==> src/shared/hpc_pkg.sv <==
// Shared constants and carrier types for the framed serial link controller
package hpc_pkg;

	// Data path width and packet buffer depth
	localparam int unsigned DATA_W       = 8;
	localparam int unsigned FIFO_DEPTH   = 19;
	localparam int unsigned ADDR_W       = 4;
	localparam int unsigned FLAG_W       = 5;

	// Register indices on the host port
	localparam logic [3:0] REG_FIFO      = 4'h0;
	localparam logic [3:0] REG_CTRL      = 4'h1;
	localparam logic [3:0] REG_STAT      = 4'h2;
	localparam logic [3:0] REG_IEN       = 4'h3;
	localparam logic [3:0] REG_IFLAG     = 4'h4;
	localparam logic [3:0] REG_CTL_TX    = 4'h5;
	localparam logic [3:0] REG_CTL_RX    = 4'h6;
	localparam logic [3:0] REG_WDOG      = 4'h7;

	// Control register field positions
	localparam int unsigned CTRL_EXT_MODE = 0;
	localparam int unsigned CTRL_DBL_RATE = 1;
	localparam int unsigned CTRL_CHAN_LSB = 2;
	localparam int unsigned CHAN_W        = 4;

	// Interrupt flag positions
	localparam int unsigned FLG_RX_BYTE   = 0;
	localparam int unsigned FLG_RX_OVER   = 1;
	localparam int unsigned FLG_TX_UNDER  = 2;
	localparam int unsigned FLG_CTL_RX    = 3;
	localparam int unsigned FLG_WDOG      = 4;

	// Frame layout: eight bits per timeslot, control channel slot
	localparam logic [4:0] SLOT_CTL       = 5'h01;
	localparam logic [2:0] BIT_LAST       = 3'h7;
	localparam logic [7:0] IDLE_BYTE      = 8'hFF;
	localparam logic [7:0] READ_ZERO      = 8'h00;

	// Link rate limit against the sampling clock
	localparam int unsigned SYS_CLK_KHZ   = 10000;
	localparam int unsigned MAX_RATE_KBPS = 2500;
	localparam int unsigned SYS_PER_BIT   = SYS_CLK_KHZ / MAX_RATE_KBPS;

	// Host microprocessor port pins
	typedef struct packed {
		logic                cs_n;
		logic                strobe;
		logic                rd_wr;
		logic [ADDR_W-1:0]   register_select;
		logic [DATA_W-1:0]   data;
	} hpc_host_s;

	// Serial link pins
	typedef struct packed {
		logic                serial_bit_clock;
		logic                frame_pulse;
		logic                tx_clock_gate_n;
		logic                rx_clock_gate_n;
		logic                serial_data_in;
	} hpc_link_s;

endpackage

==> src/hpc_top.sv <==
// Framed serial link controller: host port, timeslot framer, watchdog, packet buffers
// What this block does
// - External mode transmits only while transmit gate is low; internal mode ignores it.
// - External mode drives serial output while transmit gate low, releases it while high; internal mode always drives it.
// - External mode receives only while receive gate low; internal ignores it.
// - Internal mode sends packet data in chosen slots 0,2,3,4; control in slot 1.
// - External mode shifts each output bit on rising serial clock while gate low.
// - External mode samples each input bit on falling serial clock while gate low.
// - Both directions use NRZ: high is one, low is zero, whole bit period.
// - Watchdog output high normally, low on expiry or while reset is held.
// - Interrupt pin pulled low only when a flag and its enable are both set.
// - Four select inputs choose a register together with select, direction, strobe.
// - Register access happens only while chip select is low.
// - Strobe qualifies address and direction; reads drive while strobe is high, writes land as strobe falls.
// - Direction high drives read data onto the bus; low takes write data.
// - Nineteen-byte packet buffer on transmit path and another on receive path.
// - Serial output supports bit rates up to 2.5 Mbit/s with a bit-rate clock, up to 1.25 Mbit/s with the double-rate clock.
// - Internal mode rate bit picks bit-rate or double-rate clock; external is bit-rate.
// - Frame pulse starts each internal frame and clocks the watchdog.
// - Reset clears all registers, both packet buffers and the watchdog.
`timescale 1ns/100ps
`default_nettype none

////////////////////////////////////////////////////////////////////////////////
// Packet buffer with show-ahead output
module hpc_fifo #(
	parameter int unsigned WIDTH = hpc_pkg::DATA_W,
	parameter int unsigned DEPTH = hpc_pkg::FIFO_DEPTH
) (
	// Clock and reset
	input  wire logic             clk_sys_in,
	input  wire logic             sys_rst_in,
	// Fill side
	input  wire logic             in_valid_in,
	output logic                  in_ready_out,
	input  wire logic [WIDTH-1:0] in_data_in,
	// Drain side
	output logic                  out_valid_out,
	input  wire logic             out_ready_in,
	output logic [WIDTH-1:0]      out_data_out
);
	import hpc_pkg::*;

	localparam int unsigned PW = (DEPTH > 1) ? $clog2(DEPTH) : 1;
	localparam int unsigned CW = $clog2(DEPTH + 1);
	localparam logic [PW-1:0] PTR_LAST = PW'(DEPTH - 1);

	typedef struct packed {
		logic [PW-1:0] wr;
		logic [PW-1:0] rd;
		logic [CW-1:0] cnt;
	} hpc_fifo_s;

	hpc_fifo_s        st_ff;
	hpc_fifo_s        nxt_st;
	logic [WIDTH-1:0] mem_ff [DEPTH];
	logic             push;
	logic             pop;

	// Honest full and empty from the fill count
	assign in_ready_out  = (st_ff.cnt != CW'(DEPTH));
	assign out_valid_out = (st_ff.cnt != '0);
	assign out_data_out  = mem_ff[st_ff.rd];
	assign push          = in_valid_in && in_ready_out;
	assign pop           = out_ready_in && out_valid_out;

	// Pointer and count update
	always_comb
	begin
		nxt_st = st_ff;
		if (push)
			nxt_st.wr = (st_ff.wr == PTR_LAST) ? '0 : st_ff.wr + 1'b1;
		if (pop)
			nxt_st.rd = (st_ff.rd == PTR_LAST) ? '0 : st_ff.rd + 1'b1;
		if (push && !pop)
			nxt_st.cnt = st_ff.cnt + 1'b1;
		else if (pop && !push)
			nxt_st.cnt = st_ff.cnt - 1'b1;
	end

	// State register, emptied by reset
	always_ff @(posedge clk_sys_in)
	begin
		if (sys_rst_in)
			st_ff <= '0;
		else
			st_ff <= nxt_st;
	end

	// Storage array
	always_ff @(posedge clk_sys_in)
	begin
		if (push)
			mem_ff[st_ff.wr] <= in_data_in;
	end

endmodule

////////////////////////////////////////////////////////////////////////////////
// Controller top level
module hpc_top #(
	parameter int unsigned WD_W      = 16,
	parameter logic [15:0] WD_FRAMES = 16'h0400
) (
	// Clock and reset
	input  wire logic              clk_sys_in,
	input  wire logic              sys_rst_in,
	// Host microprocessor port
	input  wire hpc_pkg::hpc_host_s host_bus_in,
	output logic [7:0]             host_data_out,
	output logic                   host_data_oe_out,
	// Serial link
	input  wire hpc_pkg::hpc_link_s link_in,
	output logic                   serial_data_out,
	output logic                   serial_data_oe_out,
	// Watchdog and interrupt
	output logic                   watchdog_out_n,
	output logic                   interrupt_request_n_out,
	output logic                   interrupt_request_oe_out
);
	import hpc_pkg::*;

	typedef struct packed {
		hpc_host_s         h1, h2, h3, hs;
		hpc_link_s         l1, l2, l3, ls;
		logic              act;
		logic              rd_wr;
		logic [ADDR_W-1:0] sel;
		logic [7:0]        dout;
		logic              doe;
		logic              ext_mode;
		logic              dbl_rate;
		logic [CHAN_W-1:0] chan_en;
		logic [7:0]        ctl_tx;
		logic [7:0]        ctl_rx;
		logic [FLAG_W-1:0] ien;
		logic [FLAG_W-1:0] iflag;
		logic              phase;
		logic [7:0]        txcnt;
		logic [7:0]        rxcnt;
		logic [7:0]        tx_sh;
		logic [7:0]        rx_sh;
		logic              sdo;
		logic              sdo_oe;
		logic              irq_oe;
		logic [WD_W-1:0]   wd_cnt;
		logic              wd_exp;
		logic              wd_n;
	} hpc_state_s;

	hpc_state_s st_ff;
	hpc_state_s nxt_st;

	logic       tx_in_ready;
	logic       tx_out_valid;
	logic [7:0] tx_out_data;
	logic       rx_in_ready;
	logic       rx_out_valid;
	logic [7:0] rx_out_data;
	logic       tx_push;
	logic       tx_pop;
	logic       rx_push;
	logic       rx_pop;
	logic [7:0] rx_byte;

	// Timeslot enable lookup for data slots 0, 2, 3 and 4
	function automatic logic slot_on(input logic [4:0] slot, input logic [CHAN_W-1:0] en);
		logic r;
		r = 1'b0;
		case (slot)
			5'h00: r = en[0];
			5'h02: r = en[1];
			5'h03: r = en[2];
			5'h04: r = en[3];
			default: r = 1'b0;
		endcase
		return r;
	endfunction

	// Transmit packet buffer
	hpc_fifo #(.WIDTH(DATA_W), .DEPTH(FIFO_DEPTH)) u_tx_fifo (
		.clk_sys_in    (clk_sys_in),
		.sys_rst_in    (sys_rst_in),
		.in_valid_in   (tx_push),
		.in_ready_out  (tx_in_ready),
		.in_data_in    (st_ff.hs.data),
		.out_valid_out (tx_out_valid),
		.out_ready_in  (tx_pop),
		.out_data_out  (tx_out_data)
	);

	// Receive packet buffer
	hpc_fifo #(.WIDTH(DATA_W), .DEPTH(FIFO_DEPTH)) u_rx_fifo (
		.clk_sys_in    (clk_sys_in),
		.sys_rst_in    (sys_rst_in),
		.in_valid_in   (rx_push),
		.in_ready_out  (rx_in_ready),
		.in_data_in    (rx_byte),
		.out_valid_out (rx_out_valid),
		.out_ready_in  (rx_pop),
		.out_data_out  (rx_out_data)
	);

	////////////////////////////////////////////////////////////////////////////
	// Next-state logic
	always_comb
	begin
		logic       act_now;
		logic       wr_end;
		logic       frame_edge;
		logic       rise;
		logic       fall;
		logic       tx_go;
		logic       rx_go;
		logic [4:0] slot;
		logic [7:0] byte_out;
		logic [7:0] rx_new;
		logic [FLAG_W-1:0] set_f;
		logic [FLAG_W-1:0] clr_f;
		act_now    = 1'b0;
		wr_end     = 1'b0;
		frame_edge = 1'b0;
		rise       = 1'b0;
		fall       = 1'b0;
		tx_go      = 1'b0;
		rx_go      = 1'b0;
		slot       = '0;
		byte_out   = IDLE_BYTE;
		rx_new     = '0;
		set_f      = '0;
		clr_f      = '0;
		tx_push    = 1'b0;
		tx_pop     = 1'b0;
		rx_push    = 1'b0;
		rx_pop     = 1'b0;
		nxt_st     = st_ff;

		// Three-stage pin sampling; a bit changes once stages two and three agree
		nxt_st.h1 = host_bus_in;
		nxt_st.h2 = st_ff.h1;
		nxt_st.h3 = st_ff.h2;
		nxt_st.hs = hpc_host_s'((st_ff.h3 & ~(st_ff.h2 ^ st_ff.h3))
			| (st_ff.hs & (st_ff.h2 ^ st_ff.h3)));
		nxt_st.l1 = link_in;
		nxt_st.l2 = st_ff.l1;
		nxt_st.l3 = st_ff.l2;
		nxt_st.ls = hpc_link_s'((st_ff.l3 & ~(st_ff.l2 ^ st_ff.l3))
			| (st_ff.ls & (st_ff.l2 ^ st_ff.l3)));

		// Host access: strobe high with select low opens a cycle
		act_now   = st_ff.hs.strobe && !st_ff.hs.cs_n;
		nxt_st.act = act_now;
		if (act_now && !st_ff.act)
		begin
			nxt_st.rd_wr = st_ff.hs.rd_wr;
			nxt_st.sel   = st_ff.hs.register_select;
			case (st_ff.hs.register_select)
				REG_FIFO:   nxt_st.dout = rx_out_valid ? rx_out_data : READ_ZERO;
				REG_CTRL:   nxt_st.dout = {2'b00, st_ff.chan_en, st_ff.dbl_rate, st_ff.ext_mode};
				REG_STAT:   nxt_st.dout = {3'b000, st_ff.wd_exp, !rx_in_ready, !rx_out_valid,
					!tx_out_valid, !tx_in_ready};
				REG_IEN:    nxt_st.dout = {3'b000, st_ff.ien};
				REG_IFLAG:  nxt_st.dout = {3'b000, st_ff.iflag};
				REG_CTL_TX: nxt_st.dout = st_ff.ctl_tx;
				REG_CTL_RX: nxt_st.dout = st_ff.ctl_rx;
				default:    nxt_st.dout = READ_ZERO;
			endcase
		end
		nxt_st.doe = act_now && st_ff.hs.rd_wr;

		// Access ends on strobe fall; writes take the data bus as it stands then
		wr_end = st_ff.act && !act_now;
		if (wr_end && !st_ff.rd_wr)
		begin
			case (st_ff.sel)
				REG_FIFO:   tx_push = 1'b1;
				REG_CTRL:
				begin
					nxt_st.ext_mode = st_ff.hs.data[CTRL_EXT_MODE];
					nxt_st.dbl_rate = st_ff.hs.data[CTRL_DBL_RATE];
					nxt_st.chan_en  = st_ff.hs.data[CTRL_CHAN_LSB +: CHAN_W];
				end
				REG_IEN:    nxt_st.ien = st_ff.hs.data[FLAG_W-1:0];
				REG_IFLAG:  clr_f = st_ff.hs.data[FLAG_W-1:0];
				REG_CTL_TX: nxt_st.ctl_tx = st_ff.hs.data;
				REG_WDOG:   nxt_st.wd_cnt = '0;
				default:    nxt_st.ctl_tx = st_ff.ctl_tx;
			endcase
		end
		if (wr_end && st_ff.rd_wr && st_ff.sel == REG_FIFO)
			rx_pop = 1'b1;

		// Link clock edges: the filtered level is about to take the agreed new value
		rise       = !st_ff.ls.serial_bit_clock && st_ff.l2.serial_bit_clock
			&& st_ff.l3.serial_bit_clock;
		fall       = st_ff.ls.serial_bit_clock && !st_ff.l2.serial_bit_clock
			&& !st_ff.l3.serial_bit_clock;
		frame_edge = !st_ff.ls.frame_pulse && st_ff.l2.frame_pulse && st_ff.l3.frame_pulse;
		if (st_ff.ext_mode)
		begin
			tx_go = rise && !st_ff.ls.tx_clock_gate_n;
			rx_go = fall && !st_ff.ls.rx_clock_gate_n;
		end
		else
		begin
			tx_go = rise && (!st_ff.dbl_rate || !st_ff.phase);
			rx_go = fall && (!st_ff.dbl_rate || st_ff.phase);
			if (rise && st_ff.dbl_rate)
				nxt_st.phase = !st_ff.phase;
		end

		// Frame start realigns slot counters in internal mode
		if (frame_edge && !st_ff.ext_mode)
		begin
			nxt_st.txcnt = '0;
			nxt_st.rxcnt = '0;
			nxt_st.phase = 1'b0;
			tx_go        = 1'b0;
			rx_go        = 1'b0;
		end

		// Transmit: load a byte at each slot start, then shift out MSB first
		if (tx_go)
		begin
			slot = st_ff.txcnt[7:3];
			if (st_ff.txcnt[2:0] == '0)
			begin
				if (!st_ff.ext_mode && slot == SLOT_CTL)
					byte_out = st_ff.ctl_tx;
				else if (st_ff.ext_mode || slot_on(slot, st_ff.chan_en))
				begin
					if (tx_out_valid)
					begin
						byte_out = tx_out_data;
						tx_pop   = 1'b1;
					end
					else
						set_f[FLG_TX_UNDER] = 1'b1;
				end
				nxt_st.sdo   = byte_out[7];
				nxt_st.tx_sh = {byte_out[6:0], 1'b1};
			end
			else
			begin
				nxt_st.sdo   = st_ff.tx_sh[7];
				nxt_st.tx_sh = {st_ff.tx_sh[6:0], 1'b1};
			end
			nxt_st.txcnt = st_ff.txcnt + 1'b1;
		end
		nxt_st.sdo_oe = !st_ff.ext_mode || !st_ff.ls.tx_clock_gate_n;

		// Receive: assemble bytes and sort them by slot
		if (rx_go)
		begin
			rx_new       = {st_ff.rx_sh[6:0], st_ff.ls.serial_data_in};
			nxt_st.rx_sh = rx_new;
			nxt_st.rxcnt = st_ff.rxcnt + 1'b1;
			slot         = st_ff.rxcnt[7:3];
			if (st_ff.rxcnt[2:0] == BIT_LAST)
			begin
				if (!st_ff.ext_mode && slot == SLOT_CTL)
				begin
					nxt_st.ctl_rx     = rx_new;
					set_f[FLG_CTL_RX] = 1'b1;
				end
				else if (st_ff.ext_mode || slot_on(slot, st_ff.chan_en))
				begin
					rx_push = 1'b1;
					if (rx_in_ready)
						set_f[FLG_RX_BYTE] = 1'b1;
					else
						set_f[FLG_RX_OVER] = 1'b1;
				end
			end
		end

		// Watchdog advanced by frame pulses; expiry holds until reset
		if (frame_edge && !st_ff.wd_exp)
		begin
			if (st_ff.wd_cnt == WD_W'(WD_FRAMES - 16'h0001))
			begin
				nxt_st.wd_exp    = 1'b1;
				set_f[FLG_WDOG] = 1'b1;
			end
			else
				nxt_st.wd_cnt = st_ff.wd_cnt + 1'b1;
		end
		nxt_st.wd_n = !nxt_st.wd_exp;

		// Flags: a set in the clearing cycle wins
		nxt_st.iflag  = (st_ff.iflag & ~clr_f) | set_f;
		nxt_st.irq_oe = |(nxt_st.iflag & st_ff.ien);
	end

	// Byte pushed on the last bit must already hold that bit
	assign rx_byte = {st_ff.rx_sh[6:0], st_ff.ls.serial_data_in};

	////////////////////////////////////////////////////////////////////////////
	// State register; reset clears all and pulls the watchdog low
	always_ff @(posedge clk_sys_in)
	begin
		if (sys_rst_in)
			st_ff <= '0;
		else
			st_ff <= nxt_st;
	end

	// Outputs straight from the state register; interrupt pin level tied low
	assign host_data_out            = st_ff.dout;
	assign host_data_oe_out         = st_ff.doe;
	assign serial_data_out          = st_ff.sdo;
	assign serial_data_oe_out       = st_ff.sdo_oe;
	assign watchdog_out_n           = st_ff.wd_n;
	assign interrupt_request_n_out  = 1'b0;
	assign interrupt_request_oe_out = st_ff.irq_oe;

endmodule

`default_nettype wire

==> config.mk <==
export PLATFORM = sky130hd
export DESIGN_NAME = hpc_top
export DESIGN_NICKNAME = d
export VERILOG_FILES = /design/src/shared/hpc_pkg.sv /design/src/hpc_top.sv
export SDC_FILE = /design/constraint.sdc
export NUM_CORES = 1
export LEC_CHECK = 0
export ABC_AREA = 1
export BUFFER_PORTS_ARGS = -buffer_cell sky130_fd_sc_hd__buf_2
export CAP_MARGIN = 30
export CORE_ASPECT_RATIO = 1.4
export CORE_MARGIN = 2
export CORE_UTILIZATION = 57
export DETAILED_ROUTE_END_ITERATION = 6
export PLACE_DENSITY = 0.76
export SETUP_SLACK_MARGIN = 0.2
export SLEW_MARGIN = 5
export SYNTH_ARGS = -nofsm -noshare
export SYNTH_HDL_FRONTEND = slang
export SYNTH_HIERARCHICAL = 1
export SYNTH_SLANG_ARGS = --single-unit
export TNS_END_PERCENT = 10
==> constraint.sdc <==
create_clock -name clk_sys_in -period 2.6 [get_ports clk_sys_in]
set_clock_uncertainty 0.15 [all_clocks]
set_input_delay 0.26 -clock clk_sys_in [delete_from_list [all_inputs] [get_ports clk_sys_in]]
set_output_delay 0.26 -clock clk_sys_in [all_outputs]
set_load 0.02 [all_outputs]
==> results of run 1 <==
==> report_power, final <==
part | internal [uW] | total [uW] | switching [uW] | leakage (uW)
clock | 4140 | 7090 | 2960 | 0.000783
sequential | 8720 | 8730 | 18.7 | 0.00438
combinational | 68.4 | 176 | 108 | 0.00567
total | 12900 | 16000 | 3080 | 0.0108
==> cell type report <==
type                            instances  area, um2  share of cell area
Inverter                              375       1440              0.0560
Clock inverter                         27        297              0.0116
Tap cell                              528        661              0.0258
Sequential cell                       524      13600               0.529
Multi-Input combinational cell       1465       7130               0.278
Timing Repair Buffer                  165       1270              0.0496
Clock buffer                           59       1290              0.0505
==> state kept, by name, indices dropped and copies added (netlist names), 7 cells and up, named ones only <==
signal and cells:
u_rx_fifo/st_ff 15, host_data_out 8, nxt_st 40, u_tx_fifo/mem_ff 152, u_rx_fifo/mem_ff 152, rx_byte 7, st_ff 100, u_tx_fifo/st_ff 15
==> cells by family (layout without fill, tap and decap cells) <==
kind of cell             after synthesis  after routing  synth area share
AND/OR/NAND/NOR                     1147           1147             0.217
other                                  1              1          0.000167
buffers and inverters                475            626            0.0917
flip-flops                           524            524             0.602
adder cells (fa/ha/maj)               27             27            0.0157
XOR/XNOR                              20             20           0.00779
AO/OA/AOI/OAI                        270            270            0.0658
==> worst paths after layout <==
| path | depth (start not counted) | slack [ns] | end |
|---|---|---|---|
| max | 12 | 0.20 | host_data_out[4] |
| min | 2 | 0.25 | nxt_st[110] |
| max reg2reg | 12 | 0.20 | host_data_out[4] |
| min reg2reg | 2 | 0.25 | nxt_st[110] |
==> worst reg2reg max path: cells and delay by family, from the launching register on <==
family	cells	cell delay, ns
AOI/OAI and AO/OA	3	0.73
DFF	1	0.41
buffers and inverters	1	0.26
and+or+nand+nor	8	0.72
==> per-layer routing <==
| layer | GRT usage | up-vias | share of wire |
|---|---|---|---|
| li1 | - | 8223 | - |
| met1 | 0.290 | 7913 | 0.38 |
| met2 | 0.446 | 578 | 0.51 |
| met3 | 0.0326 | 175 | 0.051 |
| met4 | 0.137 | 0 | 0.056 |
| met5 | 0 | - | 0 |
==> stage by stage <==
step,total power (uW),setup slack (ns),utilization,hold slack [ns]
after floorplan,9010,0.129,-,0.217
after global placement,9060,0.0154,0.601,0.239
after detailed placement,9070,-0.107,0.601,0.247
after CTS,16100,0.193,0.651,0.242
after global routing,16400,-0.00237,0.655,0.267
final,16000,0.203,0.655,0.255
==> repair_timing <==
| action | in CTS | in global routing |
|---|---|---|
| endpoints found under the setup margin | 24 | 127 |
| endpoints found under the hold margin | 26 | 0 |
| pin swaps | 4 | 15 |
| hold buffers | 21 | 0 |
| gates resized for setup | 34 | 31 |
| buffers inserted | 4 | 5 |
==> synth_stat cells (all sizes together) <==
cell type / instances
a211oi: 11
a21oi: 114
a221oi: 1
a22o: 3
a311oi: 1
a31o: 2
a32oi: 1
and2: 1
buf: 70
clkbuf: 30
conb: 1
dfxtp: 220
edfxtp: 304
fa: 2
ha: 25
inv: 375
nand2: 581
nand3: 265
nand3b: 2
nand4: 17
nor2: 238
nor3: 33
nor3b: 6
nor4: 4
o211a: 1
o211ai: 19
o21ai: 109
o21bai: 2
o221ai: 1
o22ai: 3
o31ai: 2
xnor2: 5
xor2: 15
==> metrics, run 1 <==
status finished, final reports clean; Seq cells post-synth 524; critical path arrival 2.68 ns; Row Count 86; count of final hold-check violations 0; setup tns final 0 ns; Yosys warnings 6; routed len/inst 16.2 um; worst-path cell chain buf_4 > nand2_1 > nand3_1 > nand3_1 > nand3_1 > nand2_1 > nand2_1 > nand2_1 > nand2_1 > o211ai_1 > o31ai_1 > a21oi_1; Worst setup SP type flip-flop; RSZ-0062 raised after global routing true; Worst path max stage delay 0.50 ns; Worst Min Path Start nxt_st[115]; Clock Sink Count 524; Yosys top cell area share 0.406; Remaining DRCs 0; worst skew pair latency 0.57 ns; most frequent cells in the layout 568 x nand2_1, 358 x inv_1, 304 x edfxtp_1, 255 x nand3_1, 221 x nor2_1; area growth from synthesis to layout 14.0%; Worst slew margin 0.423; Initial Utilization 0.574; maximum buffer depth of the clock tree 3; GR Util All Layers 0.250; max-cap violation count 0; H-tree depth 2; cell area after layout 25,600 um2; cell mode on critical path nand2_1; GRT Residual Overflow 0; pwr/cell area 624 nW/um2; setup violators final 0; DR pass1 iterations 5; worst setup path class flip-flop to flip-flop; Final HPWL DP 33.9 mm; initial antenna violation count 0; Area after DPL 23,500 um2; Synthesized Nets 2,513; fill count 3,023; final number of max-transition violations 0; fin crit share 0.922; Port Buf Inserts 34; Bufs and invs on worst path 1; crit end category flip-flop; I/O pins 36; Avg Inst Size Synth 9.13 um2; core area 39,200 um2; Die X-Extent 172 um; Req. time, crit path 2.88 ns; Final Net Count 2,627; placed insts 3,027; Hold WC Path Type flip-flop to flip-flop; cells after synthesis 2,464; TritonCTS clock tree done; post-route ant nets 0; total wire length 51.0 mm; Synth area leaders edfxtp_1 41%, dfxtp_1 20%, nand2_1 9.6%; Max Freq 417 MHz; leading area contributor after synthesis edfxtp_1; Final GP Congestion 0.948; largest net degree at the start of global routing 84; routed vias 16,900; DIE AREA 41,100 um2; crit-path max FO 18; first-iteration detailed-routing DRC count 1,323; Critical-path top delay cell o31ai_1; Num CTS Buffers 47; Cell Count, Final, Fillers Out 3,143; die height 239 um; Vias per Instance 5.37; first-pass GRT wire length 81.1 mm; clock root cell clkbuf_16; crit-path leading delay family compound AO/OA/AOI/OAI gates; Synth cell types 46; post-synthesis sequential area ratio 0.602; most common cell after layout, fill and taps aside nand2_1; Netlist Area Pre-Place 22,500 um2; LEAKAGE 0.0108 uW; share of cells above drive strength 1 0.117; Least-Margin Pin Slew 0.864 ns; clock transition at the registers of the reported paths 0.06 ns; Peak VDD IR 501 uV; antenna diode count 0; number of global-route vias before repair 16,300; Min Clock Period, post-route 2.40 ns
No activity file was read; power rests on OpenSTA's default activity.
==> run 2, diff against run 1 <==
--- a/config.mk
+++ b/config.mk
@@ -10,9 +10,9 @@
 export CAP_MARGIN = 30
 export CORE_ASPECT_RATIO = 1.4
 export CORE_MARGIN = 2
-export CORE_UTILIZATION = 57
+export CORE_UTILIZATION = 58
 export DETAILED_ROUTE_END_ITERATION = 6
-export PLACE_DENSITY = 0.76
+export PLACE_DENSITY = 0.74
 export SETUP_SLACK_MARGIN = 0.2
 export SLEW_MARGIN = 5
 export SYNTH_ARGS = -nofsm -noshare
==> constraint.sdc (replaced) <==
create_clock -name clk_sys_in -period 2.4 [get_ports clk_sys_in]
set_clock_uncertainty 0.15 [all_clocks]
set_input_delay 0.24 -clock clk_sys_in [delete_from_list [all_inputs] [get_ports clk_sys_in]]
set_output_delay 0.24 -clock clk_sys_in [all_outputs]
set_load 0.02 [all_outputs]
==> metrics, run 2 (synthesis gave the netlist of run 1 again) <==
Final Net Count 2,631 (+0.15%); Critical-path top delay cell dfxtp_4; clock power share 0.447 (+0.004); clock transition at the registers of the reported paths 0.06 ns (about the same); worst skew pair latency 0.58 ns (about the same); Final HPWL DP 34.8 mm (+2.6%); RSZ-0062 raised after global routing true; antenna diode count 0 (unchanged); first-iteration detailed-routing DRC count 1,586 (+20%); Largest regs u_rx_fifo/mem_ff (152), u_tx_fifo/mem_ff (152), st_ff (100); Bufs and invs on worst path 2 (+1); H-tree depth 2 (unchanged); Worst path max stage delay 0.36 ns (-0.14 ns); worst slack, placed -0.0438 ns (+0.0628 ns); sw power 3430 uW (+11%); die height 237 um (-0.85%); Least-Margin Pin Slew 0.886 ns (+0.0222 ns); Initial Utilization 0.586 (+0.0116); routed len/inst 16.7 um (+3.1%); setup violators final 0 (unchanged); crit end category flip-flop; routed vias 16,800 (-0.75%); GR Util All Layers 0.261 (+0.0103); largest net degree at the start of global routing 120 (+43%); Num CTS Buffers 48 (+2.1%); Clock Sink Count 524 (unchanged); clock root cell clkbuf_16; fin crit share 0.996 (+0.0741); Post-Route M1 WL 20.6 mm (+5.9%); final worst slack 0.00947 ns (-0.193 ns); pwr/cell area 677 nW/um2 (+8.6%); Cell Count, Final, Fillers Out 3,144 (+0.032%); Reg power frac 0.542 (-0.004); Port Buf Inserts 34 (unchanged); met2 WL 27.4 mm (+4.9%); Row Count 85 (-1.2%); count of final hold-check violations 0 (unchanged); Pwr Total 17,500 uW (+9.1%); number of global-route vias before repair 16,200 (-0.60%); Die X-Extent 170 um (-0.85%); sw frac 0.197 (+0.00398); Peak VDD IR 488 uV (-2.6%); I/O pins 36 (unchanged); Req. time, crit path 2.69 ns (-0.19 ns); core area 38,400 um2 (-2.0%); DR pass1 iterations 7 (+2); post-route ant nets 0 (unchanged); Met3 Routed Length 2.53 mm (-3.0%); first-pass GRT wire length 82.6 mm (+1.9%); Max Freq 418 MHz (+0.28%); failing checks DRC; worst-path cell chain nor2_4 > nand3_2 > o21ai_2 > nor2_1 > nand2_1 > nand2_2 > nor2_4 > nand2_4 > clkinv_4 > ha_4 > inv_6 > fa_2 > nand3_2 > nand2_2 > xor2_1 > nand2_1 > a21oi_1; critical path arrival 2.68 ns (about the same); worst setup path class flip-flop to flip-flop; maximum buffer depth of the clock tree 3 (unchanged); DIE AREA 40,400 um2 (-1.7%); share of cells above drive strength 1 0.123 (+0.00655); Min Clock Period, post-route 2.39 ns (-0.00662 ns); LEAKAGE 0.0109 uW (+0.73%); crit-path max FO 4 (-14); TritonCTS clock tree done; combinational power share 0.011 (about the same); max-cap violation count 0 (unchanged); Remaining DRCs 1 (+1); Final GP Congestion 0.989 (+4.4%); crit-path leading delay family simple AND/OR/NAND/NOR gates; final number of max-transition violations 0 (unchanged); total wire length 52.6 mm (+3.1%); most frequent cells in the layout 567 x nand2_1, 357 x inv_1, 304 x edfxtp_1, 257 x nand3_1, 220 x nor2_1; most common cell after layout, fill and taps aside nand2_1; Worst slew margin 0.408 (-0.0148); area growth from synthesis to layout 14.6%; GRT Residual Overflow 0 (unchanged); worst-case hold slack 0.0571 ns (-0.198 ns); status finished with violations; placed insts 3,025 (-0.066%); Vias per Instance 5.33 (-0.78%); Worst setup SP type flip-flop; Hold WC Path Type input port to flip-flop; uppermost layer routed met4; initial antenna violation count 0 (unchanged); Int Pwr 14,000 uW (+8.6%)
-- run 2: cell count changes in the layout (fill, tap and decap cells not counted), sizes merged --
cell and delta:
buf +4, bufinv -5, dlygate4sd3 -1, clkbuf +12, inv -1, clkinv -2
-- run 2: power groups by stage --
stage | Clock, uW | Combinational, uW | Sequential, uW
3_3_place_gp | 0 | 161 | 9660
6_report | 7810 | 191 | 9460
2_1_floorplan | 0 | 102 | 9660
4_1_cts | 7930 | 192 | 9460
5_1_grt | 8280 | 214 | 9460
3_5_place_dp | 0 | 164 | 9660
-- run 2: worst min-delay path: cells and delay by family --
kind	cells	cell delay, ns
AND/OR/NAND/NOR	1	0.14
buffers and inverters	2	0.36
-- run 2: repair_timing --
| action | CTS | global route |
|---|---|---|
| endpoints found under the hold margin | 20 | 0 |
| pin swaps | 17 | 10 |
| buffers inserted | 6 | 3 |
| endpoints found under the setup margin | 173 | 272 |
| hold buffers | 20 | 0 |
| resized for setup | 20 | 24 |
-- run 2: area by class of cell --
class                   count  area [um2]
flip-flops and latches    524       13600
fillers                  2937       12600
multi-input cells        1465        7140
clock buffers              71        1520
inverters                 375        1440
repair buffers            168        1320
well taps                 522         653
clock inverters            19         141
-- run 2: layer usage --
layer	track usage	up-vias
li1	-	8249
met1	0.299	7860
met2	0.484	528
met3	0.0348	126
met4	0.107	0
met5	0	-
-- run 2: through the flow --
step,utilization,setup TNS [ns],instance area (um2)
2_1_floorplan,-,0,22700
3_3_place_gp,0.618,-0.0257,23700
3_5_place_dp,0.618,-0.238,23700
4_1_cts,0.669,0,25700
5_1_grt,0.671,-0.478,25800
6_report,0.671,0,25800
-- run 2: final timing paths --
check | start | endpoint | slack (ns) | depth (start not counted)
worst max-delay path | st_ff[43] | u_rx_fifo/st_ff[4] | 0.009 | 17
worst min-delay path | sys_rst_in | u_tx_fifo/st_ff[0] | 0.06 | 3
worst min register to register | nxt_st[162] | nxt_st[147] | 0.26 | 2
worst max register to register | st_ff[43] | u_rx_fifo/st_ff[4] | 0.009 | 17
==> run 3, diff against run 2 <==
--- a/config.mk
+++ b/config.mk
@@ -8,11 +8,13 @@
 export ABC_AREA = 1
 export BUFFER_PORTS_ARGS = -buffer_cell sky130_fd_sc_hd__buf_2
 export CAP_MARGIN = 30
+export CELL_PAD_IN_SITES_DETAIL_PLACEMENT = 1
+export CELL_PAD_IN_SITES_GLOBAL_PLACEMENT = 1
 export CORE_ASPECT_RATIO = 1.4
 export CORE_MARGIN = 2
-export CORE_UTILIZATION = 58
+export CORE_UTILIZATION = 49
 export DETAILED_ROUTE_END_ITERATION = 6
-export PLACE_DENSITY = 0.74
+export PLACE_DENSITY_LB_ADDON = 0.1
 export SETUP_SLACK_MARGIN = 0.2
 export SLEW_MARGIN = 5
 export SYNTH_ARGS = -nofsm -noshare
==> metrics, run 3 (synthesis gave the netlist of run 1 again) <==
Clock Sink Count 524 (unchanged); routed vias 17,200 (+2.7%); final number of max-transition violations 0 (unchanged); I/O pins 36 (unchanged); initial antenna violation count 0 (unchanged); fin crit share 1.06 (+0.0625); crit-path leading delay family simple AND/OR/NAND/NOR gates; Remaining DRCs 0 (-1); GR Util All Layers 0.265 (+0.00444); RSZ-0062 raised after global routing true; Worst setup SP type flip-flop; largest net degree at the start of global routing 73 (-39%); Worst Hold Depth 4 (+1); worst skew pair latency 0.57 ns (about the same); Port Buf Inserts 34 (unchanged); count of final hold-check violations 0 (unchanged); Worst slew margin 0.398 (-0.0104); H-tree depth 2 (unchanged); max-cap violation count 0 (unchanged); number of cells on the critical path 17 (unchanged); crit end category flip-flop; worst-path cell chain nor2_4 > nand3_2 > o21ai_2 > nor2_2 > nand2_2 > nand2_2 > nor2_4 > nand2_4 > clkinv_4 > ha_4 > inv_6 > fa_2 > nand3_2 > nand2_2 > xor2_1 > nand2_1 > a21oi_2; total wire length 62.7 mm (+19%); DIE AREA 47,700 um2 (+18%); first-iteration detailed-routing DRC count 884 (-44%); Final GP Congestion 0.852 (-14%); pwr/cell area 679 nW/um2 (+0.27%); Num CTS Buffers 51 (+6.3%); Initial Utilization 0.498 (-0.0874); crit-path max FO 4 (unchanged); status finished with violations; critical path arrival 2.90 ns (+0.22 ns); Max Freq 394 MHz (-5.9%); die height 258 um (+8.6%); routed len/inst 19.2 um (+15%); Largest regs u_rx_fifo/mem_ff (152), u_tx_fifo/mem_ff (152), st_ff (100); core area 45,100 um2 (+18%); number of global-route vias before repair 18,500 (+14%); Req. time, crit path 2.76 ns (+0.07 ns); most common cell after layout, fill and taps aside nand2_1; worst setup path class flip-flop to flip-flop; Bufs and invs on worst path 2 (unchanged); Vias per Instance 5.28 (-0.97%); Least-Margin Pin Slew 0.902 ns (+0.0156 ns); cell mode on critical path nand2_2; antenna diode count 0 (unchanged); setup violators final 4 (+4); worst-case hold slack 0.249 ns (+0.192 ns); DR pass1 iterations 5 (-2); Worst path max stage delay 0.40 ns (+0.04 ns); most frequent cells in the layout 552 x nand2_1, 353 x inv_1, 304 x edfxtp_1, 239 x nand3_1, 212 x nor2_1; Hold WC Path Type input port to flip-flop; area growth from synthesis to layout 17.8%; LEAKAGE 0.0111 uW (+2.1%); share of cells above drive strength 1 0.152 (+0.0293); Final HPWL DP 42.8 mm (+23%); r2r worst-path depth 17 (unchanged); fin util 0.587 (-0.0842); post-route ant nets 0 (unchanged); Min Clock Period, post-route 2.54 ns (+0.150 ns); final worst slack -0.141 ns (-0.150 ns); Die X-Extent 185 um (+8.6%); maximum buffer depth of the clock tree 3 (unchanged); TritonCTS clock tree done; Row Count 92 (+8.2%); GRT Residual Overflow 0 (unchanged); Critical-path top delay cell fa_2; failing checks setup timing; Final Net Count 2,657 (+0.99%); clock transition at the registers of the reported paths 0.06 ns (about the same); fill count 5,197 (+77%); Peak VDD IR 574 uV (+18%); clock root cell clkbuf_16; first-pass GRT wire length 98.3 mm (+19%)
==> run 3: path summary, 6_finish.rpt <==
path / startpoint / endpoint / slack, ns
worst max-delay path: st_ff[43] / u_rx_fifo/st_ff[4] / -0.14
worst min-delay path: host_bus_in[11] / nxt_st[162] / 0.25
worst max register to register: st_ff[43] / u_rx_fifo/st_ff[4] / -0.14
worst min register to register: nxt_st[153] / nxt_st[138] / 0.25
==> run 3: power breakdown <==
group | switching, uW | internal, uW | leakage (uW)
clock network | 3410 | 4920 | 0.000874
registers | 23.9 | 9440 | 0.00438
logic | 125 | 77.4 | 0.00590
==> run 3: worst register-to-register path: stages, from the launching register on <==
cell and delay [ns]:
dfxtp_4 0.35, nor2_4 0.16, nand3_2 0.08, o21ai_2 0.14, nor2_2 0.07, nand2_2 0.08
nand2_2 0.06, nor2_4 0.15, nand2_4 0.08, clkinv_4 0.06, ha_4 0.15, inv_6 0.05
fa_2 0.40, nand3_2 0.08, nand2_2 0.05, xor2_1 0.13, nand2_1 0.08, a21oi_2 0.14
==> run 3: metal layers <==
metal  vias to the layer above  wire length, um  track usage
li1                       8279                -            -
met1                      8519            23800        0.295
met2                       287            34400        0.504
met3                       134             1720       0.0290
met4                         0             2750        0.114
met5                         -                0            0
==> run 3: final cells by class <==
type / count / area (um2) / area share
Sequential cell: 524 / 13600 / 0.512
Multi-Input combinational cell: 1465 / 7360 / 0.278
Clock buffer: 78 / 1600 / 0.0603
Timing Repair Buffer: 191 / 1580 / 0.0598
Inverter: 375 / 1450 / 0.0545
Tap cell: 611 / 764 / 0.0289
Clock inverter: 17 / 175 / 0.00661
==> run 3: metrics by stage <==
stage          instances  setup TNS (ns)  setup WS [ns]  power (uW)  cell area [um2]
6_report            3261          -0.417         -0.141       18000            26500
5_1_grt             3261           -5.01         -0.266       18500            26500
4_1_cts             3256          -0.136        -0.0533       18100            26200
3_5_place_dp        3138           -1.99         -0.112        9840            24100
3_3_place_gp        3138         -0.0239        -0.0166        9830            24100
2_1_floorplan       2464               0         0.0868        9760            22700
==> run 3: repair_timing <==
item                                   CTS  global route
pin swaps                               17            44
endpoints found under the hold margin   37             0
resized for setup                       45            78
hold buffers                            21             0
buffers inserted                         2             5
setup endpoints to repair              267           311
cloned                                   0             0
